## src/shared/iatc_defs.vh

```
// Constants for the intermittent converter transfer chain block
`ifndef IATC_DEFS_VH
`define IATC_DEFS_VH
// Descriptor table: source and destination addresses
`define IATC_D0_SRC 16'hFD00
`define IATC_D1_SRC 16'hFD04
`define IATC_D3_SRC 16'hFD02
`define IATC_D4_SRC 16'hFD06
`define IATC_D6_SRC 16'hFD0C
`define IATC_D7_SRC 16'hFD08
`define IATC_D8_SRC 16'hFD0A
`define IATC_BUF_DST 16'hFC00
`define IATC_PORT5_ADR 16'hFF05
`define IATC_CONV_RES_ADR 16'hFF1E
`define IATC_STC_ADR 16'hFF90
`define IATC_ACC_IN_ADR 16'h0512
`define IATC_ACC_SET_ADR 16'h0514
`define IATC_CMODE2_ADR 16'h0010
`define IATC_D2_COUNT 3'h4
// Reset and constant values
`define IATC_ACC_OFFSET_RST 16'hF482
`define IATC_TIMER_RUN_BIT 15
`define IATC_WAKE_BIT 2
`define IATC_SENSOR_BIT 7
// Reset values of the descriptor source words
`define IATC_WORD_D0_RST 16'h0080
`define IATC_WORD_D1_RST 16'h8000
`define IATC_WORD_OFF_RST 16'h0000
`define IATC_WORD_D8_RST 16'h0004
// AXI4-Lite register byte offsets
`define IATC_REG_CTRL 8'h00
`define IATC_REG_STATUS 8'h04
`define IATC_REG_LAST 8'h08
`define IATC_REG_SETTING 8'h0C
`define IATC_REG_WORD_D0 8'h10
`define IATC_REG_WORD_D1 8'h14
`define IATC_REG_WORD_D3 8'h18
`define IATC_REG_WORD_D4 8'h1C
`define IATC_REG_WORD_D6 8'h20
`define IATC_REG_WORD_D7 8'h24
`define IATC_REG_WORD_D8 8'h28
`define IATC_REG_BUF 8'h2C
// Control register fields
`define IATC_CTRL_EN_ZERO 0
`define IATC_CTRL_EN_TWO 1
`define IATC_CTRL_CMP_EN 2
`define IATC_CTRL_AMP0 3
`define IATC_CTRL_AMP1 4
`define IATC_CTRL_TSTART 5
`define IATC_CTRL_CLR_OVF 6
`define IATC_RESP_OKAY 2'h0
`define IATC_RESP_SLVERR 2'h2
`endif

```

## src/logic/iatc_top.v

```verilog
// Event-driven transfer chain that sequences intermittent low-power conversion
// ------------------------------------------------------------------------------
// Functional notes
// - Descriptor zero copies byte FD00 into port five register, chains to one.
// - Descriptor one copies word FD04 into settling timer control, ends chain.
// - Short timer underflow starts descriptor zero, one transfer, repeat mode.
// - Conversion end starts descriptor two: result to FC00 buffer, 4, repeat.
// - Descriptor three copies byte FD02 into port five, chains to four.
// - Descriptor four copies word FD06 into timer control, stopping it.
// - Descriptor five copies conversion result into accumulator input.
// - Descriptor six restores accumulator setting from word FD0C.
// - Descriptor seven writes FD08 byte to converter mode two, clearing wake.
// - Descriptor eight writes FD0A byte to converter mode two, ends chain.
// - Short timer underflow triggers both amplifier units through event link.
// - Accumulator adds each input word to its setting, interrupt enabled.
// - Accumulator setting starts at F482 so sums overflow past threshold.
// - Settling timer interrupt starts a conversion in low-power mode.
// - Conversion end stops amplifiers and runs descriptors two to eight.
// - Accumulator overflow raises interrupt and returns to normal operation.
// - Without overflow, return to stop mode after chain completes.
// - Converter in select one-shot mode waits for settling timer trigger.
// - Sensor power pin high means power on, low means off.
// ------------------------------------------------------------------------------
`timescale 1ns/10ps
`default_nettype none
`include "iatc_defs.vh"

module iatc_top (
  input wire clk_i,
  input wire arst_n_i,
  input wire timer_underflow_i,
  input wire settling_timer_irq_i,
  input wire conv_end_i,
  input wire [15:0] conv_result_i,
  output reg sensor_power_pin_o,
  output reg [15:0] settling_timer_control_o,
  output reg [7:0] converter_mode_two_o,
  output reg conv_start_o,
  output reg amp_zero_run_o,
  output reg amp_one_run_o,
  output reg acc_irq_o,
  output reg stop_mode_o,
  output reg chain_busy_o,
  input wire [7:0] s_axi_awaddr,
  input wire s_axi_awvalid,
  output reg s_axi_awready,
  input wire [31:0] s_axi_wdata,
  input wire [3:0] s_axi_wstrb,
  input wire s_axi_wvalid,
  output reg s_axi_wready,
  output reg [1:0] s_axi_bresp,
  output reg s_axi_bvalid,
  input wire s_axi_bready,
  input wire [7:0] s_axi_araddr,
  input wire s_axi_arvalid,
  output reg s_axi_arready,
  output reg [31:0] s_axi_rdata,
  output reg [1:0] s_axi_rresp,
  output reg s_axi_rvalid,
  input wire s_axi_rready
);

  // ----------------------------------------------------------------------------
  // Chain states
  // ----------------------------------------------------------------------------
  localparam [3:0] ST_IDLE = 4'h0;
  localparam [3:0] ST_D0 = 4'h1;
  localparam [3:0] ST_D1 = 4'h2;
  localparam [3:0] ST_D2 = 4'h3;
  localparam [3:0] ST_D3 = 4'h4;
  localparam [3:0] ST_D4 = 4'h5;
  localparam [3:0] ST_D5 = 4'h6;
  localparam [3:0] ST_D6 = 4'h7;
  localparam [3:0] ST_D7 = 4'h8;
  localparam [3:0] ST_D8 = 4'h9;

  // ----------------------------------------------------------------------------
  // Registers
  // ----------------------------------------------------------------------------
  // Sequencer state and software control bits
  reg [3:0] state_q;
  reg [6:0] ctrl_q;
  // Source words that the descriptors copy out
  reg [15:0] word_d0_q;
  reg [15:0] word_d1_q;
  reg [15:0] word_d3_q;
  reg [15:0] word_d4_q;
  reg [15:0] word_d6_q;
  reg [15:0] word_d7_q;
  reg [15:0] word_d8_q;
  // Accumulator setting and last input word
  reg [15:0] acc_setting_q;
  reg [15:0] last_input_q;
  // Result ring and its repeat count
  reg [15:0] buf_q [0:3];
  reg [1:0] buf_idx_q;
  reg [2:0] d2_left_q;
  // Overflow flag and port five image
  reg ovf_q;
  reg [7:0] port_five_q;
  // Write channel holding registers; strobes are kept, writes are full words
  reg [7:0] awaddr_q;
  reg aw_have_q;
  reg [31:0] wdata_q;
  reg [3:0] wstrb_q;
  reg w_have_q;
  // Read decode outputs
  reg [31:0] rdata_d;
  reg rok_d;
  // Sum with carry, and write commit strobe
  wire [16:0] acc_sum;
  wire wr_go;

  // ----------------------------------------------------------------------------
  // Accumulator and write commit
  // ----------------------------------------------------------------------------
  // Carry out of bit 15 is the overflow
  assign acc_sum = {1'b0, acc_setting_q} + {1'b0, conv_result_i};
  // Commit waits until the previous response is taken
  assign wr_go = aw_have_q & w_have_q & ~s_axi_bvalid;

  // ----------------------------------------------------------------------------
  // Descriptor chain sequencer
  // ----------------------------------------------------------------------------
  // One descriptor per clock; activations are ignored while a chain runs
  always @(posedge clk_i or negedge arst_n_i) begin
    if (!arst_n_i) begin
      state_q <= ST_IDLE;
      port_five_q <= 8'h00;
      settling_timer_control_o <= 16'h0000;
      converter_mode_two_o <= 8'h00;
      acc_setting_q <= `IATC_ACC_OFFSET_RST;
      last_input_q <= 16'h0000;
      buf_idx_q <= 2'h0;
      d2_left_q <= `IATC_D2_COUNT;
      ovf_q <= 1'b0;
    end else begin
      // Software writes that land in sequencer-owned registers
      if (wr_go && awaddr_q == `IATC_REG_SETTING) begin
        acc_setting_q <= wdata_q[15:0];
      end
      if (wr_go && awaddr_q == `IATC_REG_CTRL && wdata_q[`IATC_CTRL_CLR_OVF]) begin
        ovf_q <= 1'b0;
      end
      if (wr_go && awaddr_q == `IATC_REG_CTRL && wdata_q[`IATC_CTRL_CMP_EN]) begin
        converter_mode_two_o[`IATC_WAKE_BIT] <= 1'b1;
      end
      // One descriptor per clock
      case (state_q)
        // Idle: underflow wins over conversion end
        ST_IDLE: begin
          if (timer_underflow_i && ctrl_q[`IATC_CTRL_EN_ZERO] && ctrl_q[`IATC_CTRL_TSTART]) begin
            state_q <= ST_D0;
          end else if (conv_end_i && ctrl_q[`IATC_CTRL_EN_TWO]) begin
            state_q <= ST_D2;
          end
        end
        // Sensor power on through port five
        ST_D0: begin
          port_five_q <= word_d0_q[7:0];
          state_q <= ST_D1;
        end
        // Settling timer start word, chain ends
        ST_D1: begin
          settling_timer_control_o <= word_d1_q;
          state_q <= ST_IDLE;
        end
        // Result into the ring buffer
        ST_D2: begin
          buf_q[buf_idx_q] <= conv_result_i;
          buf_idx_q <= buf_idx_q + 2'h1;
          // Repeat mode: count reloads after the fourth transfer
          d2_left_q <= (d2_left_q == 3'h1) ? `IATC_D2_COUNT : d2_left_q - 3'h1;
          state_q <= ST_D3;
        end
        // Sensor power off through port five
        ST_D3: begin
          port_five_q <= word_d3_q[7:0];
          state_q <= ST_D4;
        end
        // Settling timer stop word
        ST_D4: begin
          settling_timer_control_o <= word_d4_q;
          state_q <= ST_D5;
        end
        // Result into the accumulator, carry sets overflow
        ST_D5: begin
          last_input_q <= conv_result_i;
          acc_setting_q <= acc_sum[15:0];
          if (acc_sum[16]) begin
            ovf_q <= 1'b1;
          end
          state_q <= ST_D6;
        end
        // Threshold offset reloaded for the next sum
        ST_D6: begin
          acc_setting_q <= word_d6_q;
          state_q <= ST_D7;
        end
        // Wake control cleared
        ST_D7: begin
          converter_mode_two_o <= word_d7_q[7:0];
          state_q <= ST_D8;
        end
        // Wake control set again, chain ends
        ST_D8: begin
          converter_mode_two_o <= word_d8_q[7:0];
          state_q <= ST_IDLE;
        end
        // Unused codes fall back to idle
        default: begin
          state_q <= ST_IDLE;
        end
      endcase
    end
  end

  // ----------------------------------------------------------------------------
  // Pins and side effects of the chain
  // ----------------------------------------------------------------------------
  always @(posedge clk_i or negedge arst_n_i) begin
    if (!arst_n_i) begin
      sensor_power_pin_o <= 1'b0;
      conv_start_o <= 1'b0;
      amp_zero_run_o <= 1'b0;
      amp_one_run_o <= 1'b0;
      acc_irq_o <= 1'b0;
      stop_mode_o <= 1'b0;
      chain_busy_o <= 1'b0;
    end else begin
      // Pin follows bit seven of port five
      sensor_power_pin_o <= port_five_q[`IATC_SENSOR_BIT];
      // Conversion starts on timer trigger only when armed
      conv_start_o <= settling_timer_irq_i & ctrl_q[`IATC_CTRL_CMP_EN]
                      & converter_mode_two_o[`IATC_WAKE_BIT];
      // Amplifiers start on underflow, stop on conversion end
      if (timer_underflow_i) begin
        amp_zero_run_o <= ctrl_q[`IATC_CTRL_AMP0];
        amp_one_run_o <= ctrl_q[`IATC_CTRL_AMP1];
      end else if (conv_end_i) begin
        amp_zero_run_o <= 1'b0;
        amp_one_run_o <= 1'b0;
      end
      // Interrupt mirrors the overflow flag
      acc_irq_o <= ovf_q;
      // Stop mode resumes once idle without overflow
      stop_mode_o <= (state_q == ST_IDLE) & ~ovf_q & ctrl_q[`IATC_CTRL_TSTART];
      // Busy while any descriptor is pending
      chain_busy_o <= (state_q != ST_IDLE);
    end
  end

  // ----------------------------------------------------------------------------
  // AXI4-Lite write path
  // ----------------------------------------------------------------------------
  always @(posedge clk_i or negedge arst_n_i) begin
    if (!arst_n_i) begin
      s_axi_awready <= 1'b0;
      s_axi_wready <= 1'b0;
      s_axi_bvalid <= 1'b0;
      s_axi_bresp <= `IATC_RESP_OKAY;
      aw_have_q <= 1'b0;
      w_have_q <= 1'b0;
      awaddr_q <= 8'h00;
      wdata_q <= 32'h0000_0000;
      wstrb_q <= 4'h0;
      ctrl_q <= 7'h00;
      word_d0_q <= `IATC_WORD_D0_RST;
      word_d1_q <= `IATC_WORD_D1_RST;
      word_d3_q <= `IATC_WORD_OFF_RST;
      word_d4_q <= `IATC_WORD_OFF_RST;
      word_d6_q <= `IATC_ACC_OFFSET_RST;
      word_d7_q <= `IATC_WORD_OFF_RST;
      word_d8_q <= `IATC_WORD_D8_RST;
    end else begin
      // Each ready pulses one cycle for a waiting valid
      s_axi_awready <= ~aw_have_q & ~s_axi_awready & s_axi_awvalid;
      s_axi_wready <= ~w_have_q & ~s_axi_wready & s_axi_wvalid;
      // Capture the address
      if (s_axi_awvalid && s_axi_awready) begin
        aw_have_q <= 1'b1;
        awaddr_q <= s_axi_awaddr;
      end
      // Capture the data
      if (s_axi_wvalid && s_axi_wready) begin
        w_have_q <= 1'b1;
        wdata_q <= s_axi_wdata;
        wstrb_q <= s_axi_wstrb;
      end
      // Response leaves once taken
      if (s_axi_bvalid && s_axi_bready) begin
        s_axi_bvalid <= 1'b0;
      end
      // Commit once address and data are both held
      if (wr_go) begin
        aw_have_q <= 1'b0;
        w_have_q <= 1'b0;
        s_axi_bvalid <= 1'b1;
        s_axi_bresp <= `IATC_RESP_OKAY;
        // Decode; unmapped offsets answer with an error
        case (awaddr_q)
          `IATC_REG_CTRL: ctrl_q <= {1'b0, wdata_q[5:0]};
          `IATC_REG_SETTING: ctrl_q <= ctrl_q;
          `IATC_REG_WORD_D0: word_d0_q <= wdata_q[15:0];
          `IATC_REG_WORD_D1: word_d1_q <= wdata_q[15:0];
          `IATC_REG_WORD_D3: word_d3_q <= wdata_q[15:0];
          `IATC_REG_WORD_D4: word_d4_q <= wdata_q[15:0];
          `IATC_REG_WORD_D6: word_d6_q <= wdata_q[15:0];
          `IATC_REG_WORD_D7: word_d7_q <= wdata_q[15:0];
          `IATC_REG_WORD_D8: word_d8_q <= wdata_q[15:0];
          default: s_axi_bresp <= `IATC_RESP_SLVERR;
        endcase
      end
    end
  end

  // ----------------------------------------------------------------------------
  // AXI4-Lite read path
  // ----------------------------------------------------------------------------
  // Read decode of the register map
  always @* begin
    // Unmapped reads return zero with an error
    rdata_d = 32'h0000_0000;
    rok_d = 1'b1;
    case (s_axi_araddr)
      `IATC_REG_CTRL: rdata_d = {25'h0, ctrl_q};
      // Status: overflow, repeat count, state, pins
      `IATC_REG_STATUS: rdata_d = {20'h0, ovf_q, d2_left_q, state_q, sensor_power_pin_o,
                                   stop_mode_o, amp_one_run_o, amp_zero_run_o};
      `IATC_REG_LAST: rdata_d = {16'h0, last_input_q};
      `IATC_REG_SETTING: rdata_d = {16'h0, acc_setting_q};
      `IATC_REG_WORD_D0: rdata_d = {16'h0, word_d0_q};
      `IATC_REG_WORD_D1: rdata_d = {16'h0, word_d1_q};
      `IATC_REG_WORD_D3: rdata_d = {16'h0, word_d3_q};
      `IATC_REG_WORD_D4: rdata_d = {16'h0, word_d4_q};
      `IATC_REG_WORD_D6: rdata_d = {16'h0, word_d6_q};
      `IATC_REG_WORD_D7: rdata_d = {16'h0, word_d7_q};
      `IATC_REG_WORD_D8: rdata_d = {16'h0, word_d8_q};
      // Ring index and the newest stored result
      `IATC_REG_BUF: rdata_d = {14'h0, buf_idx_q, buf_q[buf_idx_q - 2'h1]};
      default: rok_d = 1'b0;
    endcase
  end

  // Read handshake: one item in flight
  always @(posedge clk_i or negedge arst_n_i) begin
    if (!arst_n_i) begin
      s_axi_arready <= 1'b0;
      s_axi_rvalid <= 1'b0;
      s_axi_rdata <= 32'h0000_0000;
      s_axi_rresp <= `IATC_RESP_OKAY;
    end else begin
      // Address accepted one cycle after it is offered
      s_axi_arready <= ~s_axi_arready & ~s_axi_rvalid & s_axi_arvalid;
      // Data registered at acceptance, held until taken
      if (s_axi_arvalid && s_axi_arready) begin
        s_axi_rvalid <= 1'b1;
        s_axi_rdata <= rdata_d;
        s_axi_rresp <= rok_d ? `IATC_RESP_OKAY : `IATC_RESP_SLVERR;
      end else if (s_axi_rvalid && s_axi_rready) begin
        s_axi_rvalid <= 1'b0;
      end
    end
  end

endmodule // iatc_top
`default_nettype wire

```

## config.mk

```make
export PLATFORM = sky130hd
export DESIGN_NAME = iatc_top
export DESIGN_NICKNAME = d
export VERILOG_FILES = /design/src/logic/iatc_top.v
export VERILOG_INCLUDE_DIRS = /design/src /design/src/shared
export SDC_FILE = /design/constraint.sdc
export NUM_CORES = 1
export LEC_CHECK = 0
export BUFFER_PORTS_ARGS = -buffer_cell sky130_fd_sc_hd__buf_2
export CORE_MARGIN = 8
export CORE_UTILIZATION = 51
export DETAILED_ROUTE_END_ITERATION = 8
export GPL_TIMING_DRIVEN = 0
export PLACE_DENSITY = 0.73
export SYNTH_ARGS = -nofsm -noshare
export SYNTH_HDL_FRONTEND = slang
export SYNTH_SLANG_ARGS = --single-unit
```

## constraint.sdc

```tcl
create_clock -name clk_i -period 2.9 [get_ports clk_i]
set_input_delay 0.29 -clock clk_i [delete_from_list [all_inputs] [get_ports clk_i]]
set_output_delay 0.29 -clock clk_i [all_outputs]
set_load 0.005 [all_outputs]
```

==> out/summary.txt <==
status = completed
CTS tree = yes
htree depth = 2
hold wc startpoint = s_axi_wdata[13]
die area = 34300 µm²
Main synth FF type = dfrtp_1
nets = 1473
min Tclk post-route = 2880 ps
clk slew on worst S/H paths = 60 ps
critical path class = register to register
CP arrival = 3030 ps
most frequent cells in the layout = dfrtp_1, mux2_2, nand2_1
VDD IR max = 0.000370 V
Chip Width = 185 µm
largest net degree at the start of global routing = 92
Worst slew margin = 9.51%
Worst-Margin Slew = 1350 ps
Netlist cell types = 76
postcts setup bufs = 0
IO buf count = 111
final hold viol count = 0
first-pass GRT wire length = 67500 µm
Static Leak = 7.59 nW
vias in the first global route = 10800
clock buffer depth = 3
hold crit path type = input port to register
most common cell after layout, fill and taps aside = dfrtp_1
clk root buf = clkbuf_16
drt pass-1 iters = 5
final period utilization = 99.3%
Synth Cell Area = 14600 µm²
gr usage total = 26.1%
DR vias/cell = 6.03
drt drc = 0
count of pins over their slew limit = 0
Congestion Overflow GR = 0
CP Launch Point = state_q[0]
Reg-to-Reg Start = state_q[0]
WL per Instance = 25.1 µm
YS warnings = 0
core area = 28500 µm²
area grow syn2layout = 16.1%
PD cells = 853 nW/µm²
multi-input combinational cell area = 6200 µm²
Clock Skews = 14.9 ps
Die Y = 185 µm
fill cell count = 2334
layout cells sized above 1 = 28.9%
WP data required = 3050 ps
DRT antenna net count = 0
# setup viols final = 0
Async SR Flop Fraction = 79.2%
Max Clk Rate = 347 MHz
cts bufs inserted = 35
Placer Congestion = 0.950
total of max-cap violations = 0
initial drt markers = 1058
RSZ-0062 raised after global routing = true
HPWL Detailed = 32900 µm
initial antenna violation count = 1
Mapped Cells = 1203
Finished Core Util = 59.6%
Avg Synthesized Cell Area = 12.1 µm²
initial core utilization = 51.3%
number of synthesized flops with an enable pin = 64
worst-path maximum fanout = 16
dpl cell area = 15800 µm²
I/O Pins = 150
CP endpoint kind = register
vias = 10700
drt total wl = 44600 µm
CP startpoint kind = register
Rows = 62
Sink Count = 307
register area = 8030 µm²
Worst-Skew Late Latency = 520 ps
#FFs+latches synth = 307
design area = 17000 µm²
post-synthesis sequential area ratio = 54.9%
final timing paths:
path                                           end  slack (ps)  depth (start not counted)
worst max-delay path                   buf_q[1][2]          20                          5
worst min-delay path                   wdata_q[13]           8                          2
worst max register to register         buf_q[1][2]          20                          5
worst min register to register  sensor_power_pin_o         390                          0
max in group asynchronous            word_d1_q[15]        1360                          4
min in group asynchronous              wdata_q[12]         310                          2
routing by layer:
layer	vias up	global-route usage (%)	part of all wire (%)
met2	493	40.9	46
met4	0	9.80	3.4
met1	5381	35.2	42
met3	97	5.73	8.2
li1	4770	-	-
met5	-	0	0
cell type report:
type | count | area share (%)
antenna | 1 | 0.0148
buffer | 88 | 2.62
clock buffer | 49 | 5.96
clock inverter | 11 | 0.494
inverter | 13 | 0.288
multi-input combinational | 809 | 36.5
sequential | 307 | 47.3
tap | 384 | 2.83
timing repair buffer | 118 | 3.95
worst max-delay path, stage by stage (launching register included):
cell and delay [ps]:
dfrtp_1 390, buf_1 470, nand2_1 210, nor3_2 480, clkbuf_1 400, and3_2 550
report_power, final:
part / internal (mW) / leakage, nW / total (mW) / switching [mW]
clock: 2.52 / 0.541 / 4.27 / 1.75
combinational: 1.72 / 3.30 / 4.05 / 2.33
sequential: 5.27 / 3.75 / 6.17 / 0.896
sequential cells by signal, summed over array words and instances (netlist names), 16 cells and up:
| name | cells |
|---|---|
| word_d0_q | 16 |
| word_d8_q | 16 |
| word_d3_q | 16 |
| s_axi_rdata | 18 |
| word_d1_q | 16 |
| acc_setting_q | 16 |
| word_d7_q | 16 |
| word_d4_q | 16 |
| wdata_q | 16 |
| last_input_q | 16 |
| buf_q | 64 |
| word_d6_q | 16 |
| settling_timer_control_o | 16 |
Yosys cell counts (5+ instances only):
cell / count / share of area, %
a211oi_1: 8 / 0.41
a21o_1: 11 / 0.57
a21oi_1: 47 / 1.6
a221oi_1: 7 / 0.42
a22o_1: 22 / 1.3
a22oi_1: 23 / 1.2
a31oi_1: 10 / 0.43
a32oi_1: 9 / 0.54
and3_1: 13 / 0.56
buf_1: 15 / 0.39
buf_2: 15 / 0.51
buf_4: 17 / 0.87
clkbuf_1: 40 / 1.0
dfrtp_1: 225 / 39
dfstp_2: 18 / 3.2
edfxtp_1: 64 / 13
ha_1: 22 / 1.9
inv_1: 13 / 0.33
mux2_2: 150 / 12
mux2i_1: 64 / 4.4
mux4_2: 18 / 2.8
nand2_1: 131 / 3.4
nand2b_1: 6 / 0.26
nand3_1: 17 / 0.58
nand3b_1: 5 / 0.26
nor2_1: 50 / 1.3
nor2b_1: 6 / 0.26
nor3_1: 21 / 0.72
nor3b_1: 6 / 0.31
o21ai_0: 65 / 2.2
o22ai_1: 5 / 0.21
xnor2_1: 5 / 0.30
per-stage QoR:
stage	TNS (ps)	power (mW)	setup WS [ps]	std cells	hold WS [ps]
detailed placement	-33530	10.1	-1140	1715	285
global placement	-865320	10.0	-3120	1713	377
floorplan	0	8.51	81.2	1218	-5.59
global route	-6870	15.1	-149	1780	3.58
CTS	0	14.4	66.1	1779	0.210
finish	0	14.5	19.1	1780	8.45
cell families after synthesis:
group,Yosys count,share of synthesized area (%)
compound gates,242,11.1
xor+xnor,7,0.420
fa+ha+maj,23,2.02
buf+inv,102,3.29
flops,307,54.9
mux,232,18.7
other cells,1,0.0257
simple gates,289,9.55
repair_timing:
item | in CTS | in global routing
endpoints found under the setup margin | 81 | 60
hold endpoints to repair | 58 | 0
gates resized for setup | 13 | 1
hold buffers | 5 | 0
Note: power is estimated with default switching activity, not from simulation.
